`src/lsbc_cfg.svh`:
```
// Offsets, field positions, reset values and timing figures for LED control.
`ifndef LSBC_CFG_SVH
`define LSBC_CFG_SVH

// ---------------------------------------------------------------
// Register map
// ---------------------------------------------------------------
`define LSBC_LED_CONTROL_ONE_ADDR 16'h001b
`define LSBC_LED_CONTROL_ONE_RST  16'h0001
`define LSBC_LED_CONTROL_ONE_WMSK 16'hfcff

// ---------------------------------------------------------------
// Field positions
// ---------------------------------------------------------------
`define LSBC_EXT_SET_BIT 10
`define LSBC_HOLD_MSB    7
`define LSBC_HOLD_LSB    4
`define LSBC_SEL_MSB     3
`define LSBC_SEL_LSB     2
`define LSBC_DISABLE_BIT 1
`define LSBC_STRETCH_BIT 0

// ---------------------------------------------------------------
// Timing
// ---------------------------------------------------------------
`define LSBC_CLK_HZ       100000000
`define LSBC_STR0_MS      32
`define LSBC_STR1_MS      64
`define LSBC_STR2_MS      102
`define LSBC_CUSTOM_MS    1
`define LSBC_TICK_MS      1
`define LSBC_BLINK_HALF_MS 500
`define LSBC_CYC_PER_MS   (`LSBC_CLK_HZ / 1000)

`endif

```
`src/lsbc_pkg.sv`:
```
// Types shared by the LED control block.
package lsbc_pkg;
    typedef enum logic [1:0] {
        SEL_32MS,
        SEL_64MS,
        SEL_102MS,
        SEL_CUSTOM
    } lsbc_sel_t;

    typedef enum logic {
        PAT_SHIFT,
        PAT_HOLD
    } lsbc_pat_state_t;

    typedef logic [4:0] lsbc_func_t;
endpackage

```
`src/lsbc_led_ctrl.sv`:
```
// LED control register, pulse stretching and first indicator pattern.
`timescale 1ns/10ps
`include "lsbc_cfg.svh"

module lsbc_led_ctrl #(
    parameter int STR0_CYC   = `LSBC_STR0_MS * `LSBC_CYC_PER_MS,
    parameter int STR1_CYC   = `LSBC_STR1_MS * `LSBC_CYC_PER_MS,
    parameter int STR2_CYC   = `LSBC_STR2_MS * `LSBC_CYC_PER_MS,
    parameter int CUSTOM_CYC = `LSBC_CUSTOM_MS * `LSBC_CYC_PER_MS,
    parameter int TICK_CYC   = `LSBC_TICK_MS * `LSBC_CYC_PER_MS,
    parameter int HALF_CYC   = `LSBC_BLINK_HALF_MS * `LSBC_CYC_PER_MS
) (
    // Clock and reset
    input  wire logic              CLK,
    input  wire logic              RST,
    // Management register access
    input  wire logic [15:0]       MGMT_ADDR,
    input  wire logic              MGMT_WR,
    input  wire logic              MGMT_RD,
    input  wire logic [15:0]       MGMT_WDATA,
    output logic      [15:0]       MGMT_RDATA,
    output logic                   MGMT_RVALID,
    // Settings held in neighbouring registers
    input  wire logic [3:0]        FIRST_INDICATOR_FUNCTION_LOW,
    input  wire logic [7:0]        BLINK_PATTERN_BITS,
    input  wire logic [5:0]        PATTERN_TICK_LENGTH,
    input  wire logic [5:0]        STRETCH_CUSTOM_LENGTH,
    // Link state and events
    input  wire logic              LINK_UP,
    input  wire logic              TX_EVENT,
    input  wire logic              RX_EVENT,
    input  wire logic              COL_EVENT,
    // Indicator outputs
    output lsbc_pkg::lsbc_func_t   FIRST_INDICATOR_FUNCTION,
    output logic                   FIRST_INDICATOR_PIN,
    output logic                   TX_INDICATOR,
    output logic                   RX_INDICATOR,
    output logic                   COL_INDICATOR,
    output logic                   INDICATOR_OUTPUT_ENABLE
);
    import lsbc_pkg::*;

    // ---------------------------------------------------------------
    // Control register
    // ---------------------------------------------------------------
    logic [15:0] ctl_ff;
    logic [15:0] nxt_ctl;
    logic [15:0] rdata_ff;
    logic [15:0] nxt_rdata;
    logic        rvalid_ff;
    logic        nxt_rvalid;
    logic        hit;

    assign hit = (MGMT_ADDR == `LSBC_LED_CONTROL_ONE_ADDR);

    always_comb begin
        nxt_ctl = ctl_ff;
        if (MGMT_WR && hit) begin
            nxt_ctl = (MGMT_WDATA & `LSBC_LED_CONTROL_ONE_WMSK) |
                      (ctl_ff & ~`LSBC_LED_CONTROL_ONE_WMSK);
        end
        nxt_rdata  = rdata_ff;
        nxt_rvalid = MGMT_RD;
        if (MGMT_RD) begin
            nxt_rdata = hit ? ctl_ff : 16'h0000;
        end
    end

    always_ff @(posedge CLK) begin
        if (RST) begin
            ctl_ff    <= `LSBC_LED_CONTROL_ONE_RST;
            rdata_ff  <= 16'h0000;
            rvalid_ff <= 1'b0;
        end else begin
            ctl_ff    <= nxt_ctl;
            rdata_ff  <= nxt_rdata;
            rvalid_ff <= nxt_rvalid;
        end
    end

    logic       ext_set_enable;
    logic [3:0] pattern_hold_length;
    lsbc_sel_t  stretch_length_select;
    logic       indicator_output_disable;
    logic       stretch_enable;

    assign ext_set_enable        = ctl_ff[`LSBC_EXT_SET_BIT];
    assign pattern_hold_length   = ctl_ff[`LSBC_HOLD_MSB:`LSBC_HOLD_LSB];
    assign stretch_length_select =
        lsbc_sel_t'(ctl_ff[`LSBC_SEL_MSB:`LSBC_SEL_LSB]);
    assign indicator_output_disable = ctl_ff[`LSBC_DISABLE_BIT];
    assign stretch_enable        = ctl_ff[`LSBC_STRETCH_BIT];

    // ---------------------------------------------------------------
    // Pulse stretching
    // ---------------------------------------------------------------
    logic [31:0] stretch_cycles;
    logic [2:0]  stretched;

    always_comb begin
        unique case (stretch_length_select)
            SEL_32MS:   stretch_cycles = 32'(STR0_CYC);
            SEL_64MS:   stretch_cycles = 32'(STR1_CYC);
            SEL_102MS:  stretch_cycles = 32'(STR2_CYC);
            SEL_CUSTOM: stretch_cycles =
                32'(STRETCH_CUSTOM_LENGTH) * 32'(CUSTOM_CYC);
        endcase
    end

    lsbc_stretch #(
        .N  (3),
        .CW (32)
    ) u_stretch (
        .clk        (CLK),
        .rst        (RST),
        .enable     (stretch_enable),
        .len_cycles (stretch_cycles),
        .ev         ({COL_EVENT, RX_EVENT, TX_EVENT}),
        .stretched  (stretched)
    );

    // ---------------------------------------------------------------
    // Blink source
    // ---------------------------------------------------------------
    lsbc_pat_state_t pat_ff;
    lsbc_pat_state_t nxt_pat;
    logic [31:0]     tick_ff;
    logic [31:0]     nxt_tick;
    logic [2:0]      idx_ff;
    logic [2:0]      nxt_idx;
    logic [3:0]      hold_ff;
    logic [3:0]      nxt_hold;
    logic            blink_ff;
    logic            nxt_blink;
    logic [31:0]     tick_cycles;
    logic            tick_end;

    assign tick_cycles = (PATTERN_TICK_LENGTH == 6'h00) ? 32'(HALF_CYC) :
                         32'(PATTERN_TICK_LENGTH) * 32'(TICK_CYC);
    assign tick_end    = (tick_ff >= tick_cycles - 32'h1);

    always_comb begin
        nxt_pat   = pat_ff;
        nxt_idx   = idx_ff;
        nxt_hold  = hold_ff;
        nxt_blink = blink_ff;
        nxt_tick  = tick_end ? 32'h0 : tick_ff + 32'h1;
        if (tick_end) begin
            if (PATTERN_TICK_LENGTH == 6'h00) begin
                nxt_blink = ~blink_ff;
                nxt_pat   = PAT_SHIFT;
                nxt_idx   = 3'h0;
            end else begin
                unique case (pat_ff)
                    PAT_SHIFT: begin
                        nxt_blink = BLINK_PATTERN_BITS[idx_ff];
                        nxt_idx   = idx_ff + 3'h1;
                        if (idx_ff == 3'h7 && pattern_hold_length != 4'h0)
                        begin
                            nxt_pat  = PAT_HOLD;
                            nxt_hold = pattern_hold_length;
                        end
                    end
                    PAT_HOLD: begin
                        nxt_hold = hold_ff - 4'h1;
                        if (hold_ff == 4'h1) begin
                            nxt_pat = PAT_SHIFT;
                        end
                    end
                endcase
            end
        end
    end

    always_ff @(posedge CLK) begin
        if (RST) begin
            pat_ff   <= PAT_SHIFT;
            tick_ff  <= 32'h0;
            idx_ff   <= 3'h0;
            hold_ff  <= 4'h0;
            blink_ff <= 1'b0;
        end else begin
            pat_ff   <= nxt_pat;
            tick_ff  <= nxt_tick;
            idx_ff   <= nxt_idx;
            hold_ff  <= nxt_hold;
            blink_ff <= nxt_blink;
        end
    end

    // ---------------------------------------------------------------
    // Indicator outputs
    // ---------------------------------------------------------------
    lsbc_func_t func;
    logic       act;
    logic       first_val;
    logic [4:0] out_ff;
    logic [4:0] nxt_out;
    lsbc_func_t func_ff;

    assign func = {ext_set_enable, FIRST_INDICATOR_FUNCTION_LOW};
    assign act  = stretched[0] | stretched[1];

    always_comb begin
        unique case (func)
            5'h04:   first_val = LINK_UP;
            5'h05:   first_val = stretched[0];
            5'h06:   first_val = stretched[1];
            5'h07:   first_val = act;
            5'h09:   first_val = stretched[2];
            5'h0a:   first_val = LINK_UP & ~(act & blink_ff);
            5'h0b:   first_val = LINK_UP & ~(stretched[1] & blink_ff);
            5'h0d:   first_val = blink_ff;
            5'h0e:   first_val = 1'b1;
            5'h19:   first_val = act & blink_ff;
            5'h1a:   first_val = stretched[0] & blink_ff;
            default: first_val = 1'b0;
        endcase
        nxt_out = indicator_output_disable ? 5'h00 :
                  {1'b1, stretched, first_val};
    end

    always_ff @(posedge CLK) begin
        if (RST) begin
            out_ff  <= 5'h00;
            func_ff <= 5'h00;
        end else begin
            out_ff  <= nxt_out;
            func_ff <= func;
        end
    end

    assign MGMT_RDATA               = rdata_ff;
    assign MGMT_RVALID              = rvalid_ff;
    assign FIRST_INDICATOR_FUNCTION = func_ff;
    assign FIRST_INDICATOR_PIN      = out_ff[0];
    assign TX_INDICATOR             = out_ff[1];
    assign RX_INDICATOR             = out_ff[2];
    assign COL_INDICATOR            = out_ff[3];
    assign INDICATOR_OUTPUT_ENABLE  = out_ff[4];

    // ---------------------------------------------------------------
    // Checks
    // ---------------------------------------------------------------
    a_disable_dark: assert property (@(posedge CLK) disable iff (RST)
        indicator_output_disable |=> !INDICATOR_OUTPUT_ENABLE &&
        !FIRST_INDICATOR_PIN && !TX_INDICATOR)
        else $error("indicators driven while disabled");
    a_enable_drive: assert property (@(posedge CLK) disable iff (RST)
        !indicator_output_disable |=> INDICATOR_OUTPUT_ENABLE)
        else $error("indicators not enabled");
    a_ext_bit_msb: assert property (@(posedge CLK) disable iff (RST)
        1'b1 |=> FIRST_INDICATOR_FUNCTION[4] == $past(ctl_ff[10]))
        else $error("function code top bit wrong");
    a_func_low: assert property (@(posedge CLK) disable iff (RST)
        1'b1 |=> FIRST_INDICATOR_FUNCTION[3:0] ==
        $past(FIRST_INDICATOR_FUNCTION_LOW))
        else $error("function code low bits wrong");
    a_sel_32ms: assert property (@(posedge CLK) disable iff (RST)
        ctl_ff[3:2] == 2'h0 |-> stretch_cycles == 32'(STR0_CYC))
        else $error("stretch select 0 length wrong");
    a_sel_custom: assert property (@(posedge CLK) disable iff (RST)
        ctl_ff[3:2] == 2'h3 |-> stretch_cycles ==
        32'(STRETCH_CUSTOM_LENGTH) * 32'(CUSTOM_CYC))
        else $error("custom stretch length wrong");
    a_hold_load: assert property (@(posedge CLK) disable iff (RST)
        pat_ff == PAT_SHIFT && nxt_pat == PAT_HOLD |=>
        hold_ff == $past(pattern_hold_length))
        else $error("hold count not loaded");
    a_hold_steady: assert property (@(posedge CLK) disable iff (RST)
        pat_ff == PAT_HOLD && PATTERN_TICK_LENGTH != 6'h00 |=>
        blink_ff == $past(blink_ff))
        else $error("pattern bit changed during hold");
    a_default_blink: assert property (@(posedge CLK) disable iff (RST)
        PATTERN_TICK_LENGTH == 6'h00 && tick_end |=>
        blink_ff != $past(blink_ff))
        else $error("default blink did not toggle");
    a_reserved_zero: assert property (@(posedge CLK) disable iff (RST)
        ctl_ff[9:8] == 2'h0)
        else $error("read-only bits changed");
    a_write_stores: assert property (@(posedge CLK) disable iff (RST)
        MGMT_WR && hit |=> ctl_ff[0] == $past(MGMT_WDATA[0]))
        else $error("stretch enable not written");

    c_write: cover property (@(posedge CLK) disable iff (RST) MGMT_WR && hit);
    c_hold: cover property (@(posedge CLK) disable iff (RST)
        pat_ff == PAT_HOLD);
    c_disable: cover property (@(posedge CLK) disable iff (RST)
        indicator_output_disable ##1 !indicator_output_disable);
endmodule

```
`src/lsbc_stretch.sv`:
```
// Pulse stretcher for a group of indicator events.
`timescale 1ns/10ps
module lsbc_stretch #(
    parameter int N  = 3,
    parameter int CW = 32
) (
    // Clock and reset
    input  wire logic          clk,
    input  wire logic          rst,
    // Control
    input  wire logic          enable,
    input  wire logic [CW-1:0] len_cycles,
    // Events
    input  wire logic [N-1:0]  ev,
    output logic      [N-1:0]  stretched
);
    logic [CW-1:0] cnt_ff [N];
    logic [CW-1:0] nxt_cnt [N];
    logic [N-1:0]  out_ff;
    logic [N-1:0]  nxt_out;

    always_comb begin
        for (int i = 0; i < N; i++) begin
            nxt_cnt[i] = '0;
            nxt_out[i] = 1'b0;
            if (!enable) begin
                nxt_out[i] = ev[i];
            end else if (ev[i]) begin
                nxt_cnt[i] = len_cycles;
                nxt_out[i] = 1'b1;
            end else if (cnt_ff[i] > CW'(1)) begin
                nxt_cnt[i] = cnt_ff[i] - CW'(1);
                nxt_out[i] = 1'b1;
            end
        end
    end

    always_ff @(posedge clk) begin
        for (int i = 0; i < N; i++) begin
            cnt_ff[i] <= rst ? '0 : nxt_cnt[i];
        end
        out_ff <= rst ? '0 : nxt_out;
    end

    assign stretched = out_ff;

    a_event_lights: assert property (@(posedge clk) disable iff (rst)
        ev[0] |=> stretched[0])
        else $error("event did not light the indicator");
    a_restart_len: assert property (@(posedge clk) disable iff (rst)
        enable && ev[0] |=> cnt_ff[0] == $past(len_cycles))
        else $error("stretch interval not restarted");
    a_release_idle: assert property (@(posedge clk) disable iff (rst)
        enable && !ev[0] && cnt_ff[0] <= CW'(1) |=> !stretched[0])
        else $error("indicator held past its interval");
    a_bypass_pass: assert property (@(posedge clk) disable iff (rst)
        !enable |=> stretched == $past(ev))
        else $error("unstretched path does not follow events");
    c_restart: cover property (@(posedge clk) disable iff (rst)
        enable && ev[0] ##1 !ev[0] ##1 ev[0]);
endmodule
```
`config.mk`:
```
export PLATFORM = sky130hd
export DESIGN_NAME = lsbc_led_ctrl
export DESIGN_NICKNAME = d
export VERILOG_FILES = /design/src/lsbc_pkg.sv /design/src/lsbc_led_ctrl.sv /design/src/lsbc_stretch.sv
export VERILOG_INCLUDE_DIRS = /design/src
export SDC_FILE = /design/constraint.sdc
export NUM_CORES = 1
export LEC_CHECK = 0
export ABC_AREA = 1
export BUFFER_PORTS_ARGS = -buffer_cell sky130_fd_sc_hd__buf_2
export CAP_MARGIN = 25
export CORE_ASPECT_RATIO = 0.7
export CORE_MARGIN = 8
export CORE_UTILIZATION = 65
export DETAILED_ROUTE_END_ITERATION = 10
export GPL_ROUTABILITY_DRIVEN = 0
export PLACE_DENSITY = 0.95
export SLEW_MARGIN = 20
export SYNTH_ARGS = -nofsm -noshare
export SYNTH_HDL_FRONTEND = slang
export SYNTH_HIERARCHICAL = 1
export SYNTH_SLANG_ARGS = --single-unit
```
`constraint.sdc`:
```
create_clock -name CLK -period 12.4 [get_ports CLK]
set_input_delay 0 -clock CLK [delete_from_list [all_inputs] [get_ports CLK]]
set_output_delay 0 -clock CLK [all_outputs]
set_load 0.05 [all_outputs]
```
==> impl_metrics.json <==
{
  "outcome": "finished with violations",
  "violations": "design-rule violations",
  "finalWorstSetupSlack_ns": 7.215,
  "dp.cells": 2330,
  "met1_usage_pct": 37.35,
  "synth_seq_cells": 180,
  "power.density_mw_per_mm2": 121.2,
  "cts_tree": "yes",
  "ys_types": 58,
  "vias": 14270,
  "ant_nets": 0,
  "initial_core_util_pct": 65.66,
  "cts.clk_slew.worst_paths_ns": 0.08,
  "drv_slew": 0,
  "synth_xor_area_share_pct": 6.608,
  "finClkSkew_ns": 0.01141,
  "synth_adder_area_share_pct": 12.03,
  "met3_usage_pct": 7.867,
  "synth-seq-area-share_pct": 26.65,
  "cts_resized": 0,
  "synthMuxAreaShare_pct": 0,
  "synth_top_flop_cell": "dfxtp_1",
  "min_period_over_period_pct": 41.82,
  "num_io_pins": 91,
  "fin_nets": 2281,
  "cts_buffer_depth": 2,
  "wl_um": 40540,
  "reg2reg_slack_ns": 9.97,
  "wl_per_cell_um": 17.01,
  "cp.arrival_ns": 5.49,
  "synth_compound_area_share_pct": 10.74,
  "regArea_mm2": 0.003603,
  "worst_pin_slew_ns": 0.7550,
  "min_period_ns": 5.185,
  "die_w_um": 188.4,
  "post-place-ws_ns": 6.923,
  "hpwlAfterDp_um": 26870,
  "fp.coreArea_mm2": 0.02059,
  "overflow": 0,
  "hold_class": "in2reg",
  "synthCells": 1973,
  "cts-root-buf": "clkbuf_16",
  "hold_viol_final": 0,
  "grt_max_degree": 98,
  "synth-edff-count": 0,
  "place_area_mm2": 0.01418,
  "synth_top_family_by_area": "simple AND/OR/NAND/NOR gates",
  "synthArstFlopShare_pct": 0,
  "crit_path_start_kind": "primary input",
  "synthSimpleGateAreaFrac_pct": 35.87,
  "final-setup-viol-count": 0,
  "syn2layout_area_growth_pct": 11.24,
  "clock-sinks": 180,
  "hold_depth": 2,
  "critPathCaptureType": "register",
  "drcViolationCount": 2,
  "htreeDepth": 4,
  "placement.io_buffers": 88,
  "max_freq_ghz": 0.1929,
  "synth_area_mm2": 0.01352,
  "drt-initial-drc-count": 1957,
  "synth_warnings": 6,
  "drtPass1Iterations": 11,
  "fill_cells": 1363,
  "total_power_w": 0.001823,
  "drive_gt1_share_pct": 12.30,
  "die-area_mm2": 0.02574,
  "syn_avg_cell_area_um2": 6.852,
  "fin_tns_setup_ns": 0,
  "power_leakage_nw": 7.229,
  "crit_type": "in2reg",
  "antenna_found_initial": 0,
  "grt_pass1_vias": 13400,
  "ir_drop_v": 0.0001094,
  "slew_headroom_pct": 49.13,
  "die_y_um": 136.7,
  "grt-busiest-layer": "met2",
  "cap_violations": 0,
  "design_area_mm2": 0.01504,
  "grt_usage_pct": 30.36,
  "fp-row-count": 44,
  "finalNonFillerCells": 2383,
  "grt_pass1_wl_um": 64870,
  "cts_made_buffers": 17,
  "rsz0062_at_grt": "false",
  "reg2regPathDepth": 10,
  "clkLatencyLatePin_ns": 0.45,
  "grt_use_met2_pct": 50.60,
  "critPathRequiredTime_ns": 12.71,
  "multi_input_area_mm2": 0.008972,
  "worstPathMaxFanout": 13,
  "vias_per_cell": 5.990
}
layout by cell type (no fill, tap or decap), types with 39 or more instances in the layout:
master     n
nand2_1  474
buf_2     88
a21oi_1  145
conb_1    39
xor2_1    55
ha_1     114
inv_1    209
nor2_1   278
dfxtp_1  180
nand3_1  116
xnor2_1   47
registers in the layout, summed over array words and instances, names as in the netlist:
signal                    cells
FIRST_INDICATOR_FUNCTION      5
MGMT_RDATA                   15
MGMT_RVALID                   1
blink_ff                      1
ctl_ff                       14
hold_ff                       4
idx_ff                        3
out_ff                        5
pat_ff                        1
tick_ff                      32
u_stretch/cnt_ff             96
u_stretch/stretched           3
cell type report:
cell class | instances | share of cell area [%]
Antenna cell | 1 | 0.01664
Clock buffer | 18 | 2.854
Clock inverter | 14 | 1.331
Inverter | 215 | 5.400
Multi-Input combinational cell | 1569 | 59.66
Sequential cell | 180 | 23.96
Tap cell | 276 | 2.296
Timing Repair Buffer | 110 | 4.476
worst max-delay path, stage by stage:
cell,delay (ns)
buf_2,0.13
ha_1,0.36
fa_1,0.53
inv_1,0.06
fa_1,0.50
inv_1,0.04
ha_1,0.48
nand2_1,0.18
nand3b_2,0.16
nand2_1,0.13
nor2_2,0.21
nand3_1,0.17
nor2_2,0.17
nand2_1,0.08
nor2_2,0.12
nand2_1,0.11
nor2_2,0.17
inv_1,0.16
ha_1,0.34
nand2_1,0.08
nor2_1,0.15
nand4_1,0.15
nor4_1,0.19
nand2_1,0.12
nand2_1,0.34
nand2_1,0.19
nand2_1,0.10
a21oi_1,0.06
synth_stat cells (4+ instances only):
master      n  area (um2)
a211oi_1   15       112.6
a21oi_1   145       725.7
a21oi_2    12       105.1
buf_2       7       35.03
buf_4       5       37.54
buf_6       5       56.30
clkbuf_1   27       101.4
dfxtp_1   180        3603
fa_1       10       200.2
ha_1      114        1426
inv_1     209       784.5
inv_2       4       15.01
nand2_1   474        1779
nand2_2    25       156.4
nand2_4    13       146.4
nand3_1   117       585.6
nand3_2    17       170.2
nand4_1    32       200.2
nor2_1    278        1044
nor2_2     27       168.9
nor2_4     18       202.7
nor3_1     18       90.09
nor4_1      7       43.79
o21ai_0    33       165.2
o21bai_1    9       67.56
o22ai_1     4       25.02
o31ai_1    15       112.6
or2_2       8       50.05
xnor2_1    47       411.6
xor2_1     55       481.7
stage by stage:
step | hold WS [ns] | util, %
after floorplan | 0.07238 | -
after CTS | 0.02498 | 72.87
final | 0.06293 | 73.04
after global placement | 0.1742 | 68.89
after global routing | 0.05739 | 73.02
after detailed placement | 0.1748 | 68.89
per-layer routing:
layer  wire length, um  up-vias
met5                 0        -
met4              1523        0
met3              5018      198
met2             18200     1048
met1             15790     6446
li1                  -     6582
final timing paths:
path	endpoint	startpoint
worst max register to register	hold_ff[3]	tick_ff[13]
worst max-delay path	hold_ff[3]	PATTERN_TICK_LENGTH[1]
worst min register to register	out_ff[4]	ctl_ff[1]
worst min-delay path	FIRST_INDICATOR_FUNCTION[3]	RST
cell families (layout without fill, tap and decap cells):
kind of cell / Yosys count / after routing
adder cells (fa/ha/maj): 124 / 124
AO/OA/AOI/OAI: 250 / 250
XOR/XNOR: 102 / 102
flip-flops: 180 / 180
AND/OR/NAND/NOR: 1054 / 1054
other: 1 / 40
buffers and inverters: 262 / 357
power by group:
| part | total (W) | internal (W) | switching [W] |
|---|---|---|---|
| Clock | 0.000596 | 0.000341 | 0.000255 |
| Combinational | 0.000598 | 0.000205 | 0.000393 |
| Sequential | 0.000629 | 0.000603 | 0.0000261 |
| Total | 0.00182 | 0.00115 | 0.000673 |
timing repair:
item | 4_1_cts | 5_1_grt
hold buffers | 19 | 0
buffers inserted | 0 | 0
endpoints found under the hold margin | 19 | 0
No activity file was read; power rests on OpenSTA's default activity.
